===== src/include/cmad_pkg.sv =====
// Constants and types for the signaling multiframe alignment detector.
// Assumes one receive E1 clock domain and a framer that marks timeslot 16.
package cmad_pkg;

  // ----------------------------------------------------------------
  // Select encodings
  // ----------------------------------------------------------------
  localparam logic [1:0] SEL_OFF_LO     = 2'h0;
  localparam logic [1:0] SEL_SIXTEEN    = 2'h1;
  localparam logic [1:0] SEL_TWO        = 2'h2;
  localparam logic [1:0] SEL_OFF_HI     = 2'h3;

  // ----------------------------------------------------------------
  // Pattern, counts and reset values
  // ----------------------------------------------------------------
  localparam logic [3:0] MF_PATTERN     = 4'h0;
  localparam logic [3:0] SIXTEEN_MISSES = 4'hf;
  localparam logic [3:0] TWO_MISSES     = 4'h1;
  localparam logic [3:0] MISS_MAX       = 4'hf;
  localparam logic [3:0] MISS_RESET     = 4'h0;
  localparam logic       LOSS_RESET     = 1'b1;

  // All state of the detector
  typedef struct packed {
    logic [3:0] miss_cnt;
    logic       declare;
    logic       loss;
  } cmad_state_type;

endpackage : cmad_pkg


===== src/cmad_detect.sv =====
// Receive-side detector of the signaling multiframe in timeslot 16.
// Assumes timeslot 16 strobe, nibble and select come from logic on I_CLK.
`timescale 1ns/1ps
`default_nettype none

module cmad_detect
(
  // Clock and reset
  input  wire logic       I_CLK,
  input  wire logic       I_RSTN,
  // Configuration
  input  wire logic [1:0] I_SIG_MULTIFRAME_ALIGN_SELECT,
  // Timeslot 16 from the framer
  input  wire logic       I_TS16_VALID,
  input  wire logic [3:0] I_TS16_NIBBLE,
  // Loss criteria met elsewhere
  input  wire logic       I_LOSS_SET,
  // Status
  output logic            O_MF_ALIGN_DECLARE,
  output logic            O_LOSS_SIG_MF,
  output logic [3:0]      O_MISS_COUNT
);
  import cmad_pkg::*;

  cmad_state_type st_r;
  cmad_state_type st_nxt;
  logic           enabled;
  logic           hit;
  logic [3:0]     need;

  // ----------------------------------------------------------------
  // Next state
  // ----------------------------------------------------------------
  always_comb begin
    st_nxt         = st_r;
    st_nxt.declare = 1'b0;
    enabled = (I_SIG_MULTIFRAME_ALIGN_SELECT == SEL_SIXTEEN) ||
              (I_SIG_MULTIFRAME_ALIGN_SELECT == SEL_TWO);
    need    = (I_SIG_MULTIFRAME_ALIGN_SELECT == SEL_SIXTEEN) ? SIXTEEN_MISSES : TWO_MISSES;
    hit     = (I_TS16_NIBBLE == MF_PATTERN);
    if (!enabled) begin
      st_nxt.miss_cnt = MISS_RESET;
    end else if (I_TS16_VALID) begin
      if (hit) begin
        st_nxt.declare  = (st_r.miss_cnt >= need);
        st_nxt.miss_cnt = MISS_RESET;
      end else if (st_r.miss_cnt != MISS_MAX) begin
        st_nxt.miss_cnt = st_r.miss_cnt + 4'h1;
      end
    end
    if (I_LOSS_SET) begin
      st_nxt.loss = 1'b1;
    end else if (st_nxt.declare) begin
      st_nxt.loss = 1'b0;
    end
  end

  // ----------------------------------------------------------------
  // State register
  // ----------------------------------------------------------------
  always_ff @(posedge I_CLK or negedge I_RSTN) begin
    if (!I_RSTN) begin
      st_r.miss_cnt <= MISS_RESET;
      st_r.declare  <= 1'b0;
      st_r.loss     <= LOSS_RESET;
    end else begin
      st_r <= st_nxt;
    end
  end

  assign O_MF_ALIGN_DECLARE = st_r.declare;
  assign O_LOSS_SIG_MF      = st_r.loss;
  assign O_MISS_COUNT       = st_r.miss_cnt;

  // ----------------------------------------------------------------
  // Checks
  // ----------------------------------------------------------------
  // Helper terms for the checks
  logic chk_sel_off;
  logic chk_sel_two;
  logic chk_sel_sixteen;
  logic chk_hit;
  logic chk_miss;

  assign chk_sel_off     = (I_SIG_MULTIFRAME_ALIGN_SELECT == SEL_OFF_LO) ||
                           (I_SIG_MULTIFRAME_ALIGN_SELECT == SEL_OFF_HI);
  assign chk_sel_two     = (I_SIG_MULTIFRAME_ALIGN_SELECT == SEL_TWO);
  assign chk_sel_sixteen = (I_SIG_MULTIFRAME_ALIGN_SELECT == SEL_SIXTEEN);
  assign chk_hit         = I_TS16_VALID && (I_TS16_NIBBLE == MF_PATTERN);
  assign chk_miss        = I_TS16_VALID && (I_TS16_NIBBLE != MF_PATTERN);
endmodule : cmad_detect

`default_nettype wire


===== config.mk =====
export PLATFORM = sky130hd
export DESIGN_NAME = cmad_detect
export DESIGN_NICKNAME = d
export VERILOG_FILES = /design/src/include/cmad_pkg.sv /design/src/cmad_detect.sv
export SDC_FILE = /design/constraint.sdc
export NUM_CORES = 1
export LEC_CHECK = 0
export BUFFER_PORTS_ARGS = -buffer_cell sky130_fd_sc_hd__buf_2
export CAP_MARGIN = 10
export CORE_AREA = 8 8 45 47
export DETAILED_ROUTE_END_ITERATION = 12
export DIE_AREA = 0 0 53 55
export PLACE_DENSITY_LB_ADDON = 0.05
export SYNTH_ARGS = -nofsm -noshare
export SYNTH_HDL_FRONTEND = slang
export SYNTH_SLANG_ARGS = --single-unit

===== constraint.sdc =====
create_clock -name I_CLK -period 1.5 [get_ports I_CLK]
set_input_delay 0.15 -clock I_CLK [delete_from_list [all_inputs] [get_ports I_CLK]]
set_output_delay 0.15 -clock I_CLK [all_outputs]
set_load 0.02 [all_outputs]

==> results.json, run 1 <==
{
  "root_buffer": "clkbuf_4",
  "antenna_cells": 0,
  "finalHoldViolations": 0,
  "status": "complete, no violations",
  "cellLeakagePower_nw": 0.273,
  "ctsHoldBuffers": 1,
  "path_max_fanout": 4,
  "yosysUniqueCellTypes": 23,
  "cts_resized": 0,
  "drt_iter0_drc": 3,
  "fin_nets": 81,
  "required_ns": 1.68,
  "crit_type": "register to register",
  "power_density_mw_per_mm2": 774,
  "cts_buffers": 3,
  "clock_path_buffers": 2,
  "fillers": 144,
  "synthesis.instances": 44,
  "grt_usage_pct": 8.89,
  "cts_setup_buffers": 0,
  "drv_cap": 0,
  "end_kind": "register",
  "ys.flop_type": "dfrtp_1",
  "vias": 417,
  "core-area_mm2": 0.00138,
  "ios": 16,
  "grt_pass1_wl_mm": 1.76,
  "die_h_um": 55,
  "layout.core_utilization_pct": 40.1,
  "arrival_ns": 1.60,
  "peakVddDrop_mv": 0.265,
  "dieArea_mm2": 0.00292,
  "hpwl_um": 897,
  "area.growth.synth_to_final_pct": 34.2,
  "synth_edf_count": 0,
  "dpl.cell_count": 76,
  "htreeDepth": 1,
  "clk_latency_ns": 0.25,
  "ant_nets": 0,
  "wl_met3_um": 87,
  "fmax_mhz": 707,
  "yosysTopAreaCell": "dfrtp_1",
  "first_pass_iters": 2,
  "finalNonFillerCells": 81,
  "cts_sinks": 6,
  "die_w_um": 53,
  "ys_ff_latch": 6,
  "multi_input_area_um2": 245,
  "drc": 0,
  "seq_area_frac_synth_pct": 36.7,
  "regArea_um2": 151,
  "gp_congestion": 0.743,
  "wl_met2_um": 437,
  "via_per_inst": 5.15,
  "detailedPlace.worstSlack_ns": 0.0540,
  "finalMaxSlewViolations": 0,
  "overflow": 0,
  "min-delay-path-class": "input pin to register",
  "grt_start_max_net_pins": 10,
  "ys_async_sr_fraction_pct": 100,
  "cts_tree": "built",
  "synth_top_area_share_pct": 30.3,
  "layout-drive-gt1-share_pct": 33.8,
  "yosys_warnings": 0,
  "start_kind": "register",
  "row_count": 14,
  "min_period_ns": 1.41,
  "routed_wl_mm": 1.10,
  "setup_viol": 0,
  "synthesis.area_um2": 413,
  "worstMarginPinSlew_ns": 0.348,
  "rsz0062_at_grt": "false",
  "wire_per_inst_um": 13.6,
  "tns_ns": 0,
  "clk_pin_slew_ns": 0.05,
  "syn_nets": 59,
  "setup_ws_ns": 0.0852,
  "start_util_pct": 29.8,
  "finalClockSkew_ns": 0.00392,
  "period_share_pct": 94.3,
  "avgSynthCellArea_um2": 9.38,
  "portBuffers": 15,
  "drt-met1-wl_um": 543,
  "ys_top_cells_by_area": "dfrtp_1 30%, ha_1 15%, dfstp_2 6.4%",
  "synth_common_cells": "5 x dfrtp_1, 5 x ha_1, 4 x a21oi_1",
  "antenna_found_initial": 0,
  "relSlewSlack_pct": 76.5,
  "highest_layer": "met4",
  "grt_pass1_vias": 373
}
-- logic make-up after synthesis --
group           synth area share (%)
flops                           36.7
simple gates                    26.7
buf+inv                         3.94
fa+ha+maj                       15.2
compound gates                  17.6
-- cells in the final DEF, fill, tap and decap left out, types with 2 or more instances in the layout --
cell,instances
nor2_1,2
clkbuf_4,3
dfrtp_1,5
inv_1,3
nand2_1,2
nand2b_1,3
a21oi_1,4
o21ai_0,3
nand3_1,3
buf_4,2
ha_1,5
buf_2,15
-- per-layer routing --
layer,global-route usage (%),vias up
li1,-,209
met1,10.6,189
met2,10.5,15
met3,4.01,4
met4,10.3,0
met5,0,-
-- worst max-delay path, stage by stage (launching register included) --
cell	delay [ns]
dfrtp_1	0.42
ha_1	0.32
nand2_1	0.05
o21ai_0	0.31
and4b_1	0.25
-- report_power, final --
| part | internal [mW] | switching, mW | leakage [nW] |
|---|---|---|---|
| clock | 0.101 | 0.0637 | 0.0150 |
| combinational | 0.0372 | 0.0480 | 0.179 |
| sequential | 0.169 | 0.0101 | 0.0790 |
-- area by class of cell --
cell class / count / share of cell area [%]
inverters: 3 / 2.03
multi-input cells: 34 / 44.2
repair buffers: 18 / 18.1
well taps: 16 / 3.61
flip-flops and latches: 6 / 27.3
clock buffers: 4 / 4.74
-- stage by stage --
step	power, mW	instance area (um2)	hold WS, ns
after CTS	0.438	554	0.167
after detailed placement	0.267	518	-0.0195
after global routing	0.461	554	0.190
after floorplan	0.228	413	-0.146
final	0.429	554	0.170
after global placement	0.268	518	-0.0183
-- flip-flops by register name (all words and copies together), names as in the netlist --
| signal | cells |
|---|---|
| O_MF_ALIGN_DECLARE | 1 |
| O_LOSS_SIG_MF | 1 |
| O_MISS_COUNT | 4 |
-- final timing paths --
kind	to	startpoint	cells after the start	slack, ns
min in group asynchronous	O_MISS_COUNT[3]	I_RSTN	2	0.26
min reg2reg	O_LOSS_SIG_MF	O_LOSS_SIG_MF	2	0.50
max	O_MF_ALIGN_DECLARE	O_MISS_COUNT[3]	4	0.09
max reg2reg	O_MF_ALIGN_DECLARE	O_MISS_COUNT[3]	4	0.09
min	O_LOSS_SIG_MF	I_LOSS_SET	3	0.17
max in group asynchronous	O_LOSS_SIG_MF	I_RSTN	2	1.02
No activity file was read; power rests on OpenSTA's default activity.
==> inputs of run 2 (changes only) <==
--- a/config.mk
+++ b/config.mk
@@ -11,6 +11,7 @@
 export DETAILED_ROUTE_END_ITERATION = 12
 export DIE_AREA = 0 0 53 55
 export PLACE_DENSITY_LB_ADDON = 0.05
+export SETUP_SLACK_MARGIN = 0.3
 export SYNTH_ARGS = -nofsm -noshare
 export SYNTH_HDL_FRONTEND = slang
 export SYNTH_SLANG_ARGS = --single-unit
==> results.json, run 2 (synthesis gave the netlist of run 1 again) <==
{
  "status": "complete, no violations",
  "antenna_found_initial": 0,
  "required_ns": 1.66,
  "drc": 0,
  "htreeDepth": 1,
  "cellLeakagePower_nw": 0.281,
  "design_area_um2": 637,
  "fin_nets": 84,
  "layout-drive-gt1-share_pct": 52.9,
  "worstMarginPinSlew_ns": 0.351,
  "ant_nets": 0,
  "arrival_ns": 1.37,
  "fmax_mhz": 828,
  "cts_sinks": 6,
  "portBuffers": 15,
  "layout_commonest_cell": "buf_2",
  "reg2reg_slack_ns": 0.29,
  "clk_latency_ns": 0.25,
  "min_period_ns": 1.21,
  "final_cell_mix": "15 x buf_2, 5 x buf_4, 4 x dfrtp_2",
  "slowest_delay_ns": 0.47,
  "min_from": "I_LOSS_SET",
  "setup_viol": 0,
  "grt_usage_pct": 9.05,
  "finalHoldViolations": 0,
  "crit_type": "register to register",
  "end_kind": "register",
  "holdWs_ns": 0.165,
  "period_share_pct": 80.5,
  "ff2ff_path_depth": 3,
  "clk_pin_slew_ns": 0.05,
  "grt_pass1_wl_mm": 1.90,
  "cts_buffers": 3,
  "die_w_um": 53,
  "setup_ws_ns": 0.292,
  "slowest_stage": "or4b_1",
  "grt_start_max_net_pins": 10,
  "root_buffer": "clkbuf_4",
  "largest_reg_flops": 4,
  "post_dp_cell_area_um2": 528,
  "cts_tree": "built",
  "fillers": 148,
  "rr_startpoint": "O_MISS_COUNT[1]",
  "regArea_um2": 156,
  "start_util_pct": 29.8,
  "row_count": 14,
  "crit_chain": "nand3_2 -> or4b_1 -> a31oi_1",
  "finalClockSkew_ns": 0.00277,
  "dpl.cell_count": 74,
  "grt_pass1_vias": 461,
  "routed_wl_mm": 1.08,
  "worstHoldPathCells": 3,
  "first_pass_iters": 2,
  "finalNonFillerCells": 84,
  "die_h_um": 55,
  "drv_cap": 0,
  "hpwl_um": 847,
  "overflow": 0,
  "start_kind": "register",
  "detailedPlace.worstSlack_ns": 0.152,
  "relSlewSlack_pct": 76.4,
  "gp_congestion": 0.681,
  "path_max_fanout": 4,
  "hold_end": "O_LOSS_SIG_MF",
  "via_per_inst": 5.11,
  "rsz0062_at_grt": "true",
  "wire_per_inst_um": 12.9,
  "core-area_mm2": 0.00138,
  "power_density_mw_per_mm2": 709,
  "finalMaxSlewViolations": 0,
  "antenna_cells": 0,
  "tns_ns": 0,
  "clock_path_buffers": 2,
  "area.growth.synth_to_final_pct": 54.2,
  "peakVddDrop_mv": 0.304,
  "multi_input_area_um2": 300,
  "dieArea_mm2": 0.00292,
  "r2r_end": "O_MISS_COUNT[3]",
  "ios": 16,
  "min-delay-path-class": "input pin to register",
  "drt_iter0_drc": 1,
  "vias": 429
}
[run 2: cell types whose count changed in the layout (fill, tap and decap cells not counted), moves of 3 or more]
cell and delta:
ha_4 +3, dfrtp_1 -4, buf_4 +3, dfrtp_2 +4, ha_1 -3
[run 2: where the power goes]
group	internal (mW)	total [mW]	switching, mW
registers	0.171	0.184	0.0133
logic	0.0522	0.105	0.0528
clock network	0.101	0.163	0.0617
[run 2: how the worst max path moves through the flow]
stage | end | slack, ns | from
floorplan | O_MISS_COUNT[3] | 0.26 | O_MISS_COUNT[3]
global placement | O_MF_ALIGN_DECLARE | 0.15 | I_SIG_MULTIFRAME_ALIGN_SELECT[0]
detailed placement | O_MISS_COUNT[0] | 0.15 | I_TS16_NIBBLE[1]
CTS | O_MF_ALIGN_DECLARE | 0.29 | O_MISS_COUNT[1]
global route | O_MISS_COUNT[3] | 0.21 | O_MISS_COUNT[1]
finish | O_MISS_COUNT[3] | 0.29 | O_MISS_COUNT[1]
[run 2: through the flow]
| step | power, mW | utilization (%) |
|---|---|---|
| 3_3_place_gp | 0.270 | 38.2 |
| 3_5_place_dp | 0.270 | 38.2 |
| 5_1_grt | 0.483 | 46.0 |
| 4_1_cts | 0.457 | 44.8 |
| 6_report | 0.452 | 46.0 |
| 2_1_floorplan | 0.233 | - |
[run 2: cell type report]
cell class | count | share of cell area (%)
Inverter | 3 | 1.77
Timing Repair Buffer | 21 | 19.3
Sequential cell | 6 | 24.6
Tap cell | 16 | 3.14
Multi-Input combinational cell | 34 | 47.2
Clock buffer | 4 | 4.13
[run 2: critical path, delay by kind of cell (launching register included)]
| kind | cells | cell delay [ns] |
|---|---|---|
| AO/OA/AOI/OAI | 1 | 0.14 |
| flip-flops | 1 | 0.43 |
| AND/OR/NAND/NOR | 2 | 0.55 |
[run 2: per-layer routing]
layer	global-route usage [%]	share of wire, %
met2	14.8	49
met3	3.21	5.9
met5	0	0
met1	9.06	43
met4	7.76	2.1
[run 2: what timing repair did]
| item | CTS | global route |
|---|---|---|
| endpoints found under the hold margin | 6 | 0 |
| hold buffers | 1 | 0 |
| pin swaps | 6 | 1 |
| resized for setup | 3 | 2 |
| setup buffers | 4 | 1 |
| setup endpoints to repair | 4 | 5 |
==> inputs of run 3 (changes only) <==
==> constraint.sdc (replaced) <==
create_clock -name I_CLK -period 1.15 [get_ports I_CLK]
set_input_delay 0.115 -clock I_CLK [delete_from_list [all_inputs] [get_ports I_CLK]]
set_output_delay 0.115 -clock I_CLK [all_outputs]
set_load 0.02 [all_outputs]
==> results.json, run 3 (synthesis gave the netlist of run 1 again) <==
{
  "critical_path.startpoint": "O_MISS_COUNT[1]",
  "violations": "negative setup slack",
  "p_sw_share_pct": 30.0,
  "vias": 458,
  "finalHoldViolations": 0,
  "antenna_cells": 0,
  "core-area_mm2": 0.00138,
  "required_ns": 1.03,
  "period_share_pct": 108,
  "post_dp_cell_area_um2": 573,
  "cts_sinks": 6,
  "min_from": "I_LOSS_SET",
  "root_buffer": "clkbuf_4",
  "start_kind": "register",
  "cts_tree": "built",
  "via_per_inst": 5.03,
  "ios": 16,
  "worstMarginPinSlew_ns": 0.374,
  "clock_path_buffers": 2,
  "ff2ff_path_depth": 4,
  "hpwl_um": 871,
  "dieArea_mm2": 0.00292,
  "largest_reg_flops": 4,
  "grt_start_max_net_pins": 10,
  "drc": 0,
  "rsz0062_at_grt": "true",
  "antenna_found_initial": 0,
  "start_util_pct": 29.8,
  "path_max_fanout": 4,
  "hold_end": "O_LOSS_SIG_MF",
  "reg2reg_slack_ns": -0.09,
  "first_pass_iters": 4,
  "multi_input_area_um2": 345,
  "finalMaxSlewViolations": 0,
  "design_area_um2": 783,
  "regArea_um2": 156,
  "clk_latency_ns": 0.25,
  "r2r_end": "O_MISS_COUNT[3]",
  "drv_cap": 0,
  "finalNonFillerCells": 91,
  "fillers": 126,
  "die_w_um": 53,
  "area.growth.synth_to_final_pct": 89.7,
  "grt_pass1_wl_mm": 1.88,
  "end_kind": "primary output",
  "grt_usage_pct": 8.72,
  "final_cell_mix": "9 x buf_2, 9 x buf_6, 9 x buf_4",
  "arrival_ns": 1.12,
  "rr_startpoint": "O_MISS_COUNT[1]",
  "crit_type": "register to primary output",
  "dpl.cell_count": 80,
  "overflow": 0,
  "p_clk_share_pct": 32.5,
  "cellLeakagePower_nw": 0.338,
  "p_sw_uw": 202,
  "setup_viol": 6,
  "grt_pass1_vias": 455,
  "relSlewSlack_pct": 74.8,
  "drt_iter0_drc": 8,
  "htreeDepth": 1,
  "layout-drive-gt1-share_pct": 66.7,
  "ant_nets": 0,
  "routed_wl_mm": 1.31,
  "portBuffers": 15,
  "fmax_mhz": 807,
  "wire_per_inst_um": 14.3,
  "p_comb_share_pct": 31.7,
  "row_count": 14,
  "clk_pin_slew_ns": 0.05,
  "peakVddDrop_mv": 0.457,
  "status": "finished, violations left",
  "p_int_uw": 473,
  "worstHoldPathCells": 3,
  "p_total_uw": 675,
  "holdWs_ns": 0.137,
  "gp_congestion": 0.784,
  "detailedPlace.worstSlack_ns": -0.171,
  "finalClockSkew_ns": 0.00657,
  "die_h_um": 55,
  "min-delay-path-class": "input pin to register",
  "fin_nets": 91,
  "power_density_mw_per_mm2": 861,
  "setup_ws_ns": -0.0890,
  "p_seq_share_pct": 35.8,
  "min_period_ns": 1.24,
  "cts_buffers": 3
}
## run 3: cell types whose count changed in the layout (fill, tap and decap cells not counted), sizes merged
cell	delta
buf	+7
## run 3: worst max-delay path, cell delays in order, from the launching register on
cell     delay (ns)
dfrtp_2        0.46
buf_4          0.16
buf_6          0.10
buf_4          0.14
## run 3: per-stage QoR
stage | utilization (%) | TNS, ns
after floorplan | - | -0.304
after global placement | 41.4 | -0.783
after detailed placement | 41.4 | -0.794
after CTS | 51.4 | -0.184
after global routing | 56.6 | -0.532
final | 56.6 | -0.336
## run 3: power groups by stage
stage	clock network [mW]	logic, mW	registers, mW
2_1_floorplan	0	0.0546	0.250
3_3_place_gp	0	0.127	0.239
3_5_place_dp	0	0.127	0.239
4_1_cts	0.220	0.174	0.241
5_1_grt	0.243	0.232	0.242
6_report	0.219	0.214	0.242
## run 3: cell type report
type	instances	area share (%)
repair buffers	28	28.6
clock buffers	4	3.35
inverters	3	1.44
multi-input cells	34	44.1
flip-flops and latches	6	20.0
well taps	16	2.56
## run 3: what timing repair did
action	4_1_cts	5_1_grt
setup buffers	3	3
gates resized for setup	21	9
hold buffers	1	0
endpoints found under the setup margin	12	12
pin swaps	9	6
hold endpoints to repair	6	0
## run 3: worst max path at each step
stage,to,slack (ns),cells after the start
after floorplan,O_MISS_COUNT[3],-0.09,2
after global placement,O_MF_ALIGN_DECLARE,-0.19,7
after detailed placement,O_MF_ALIGN_DECLARE,-0.17,7
after CTS,O_MISS_COUNT[3],-0.07,3
after global routing,O_MISS_COUNT[3],-0.15,3
final,O_MISS_COUNT[1],-0.09,3
## run 3: layer usage
metal  track usage, %  part of all wire (%)
met3             3.21                   5.7
met4             5.17                   1.8
met2             14.3                    51
met1             9.52                    41
met5                0                     0
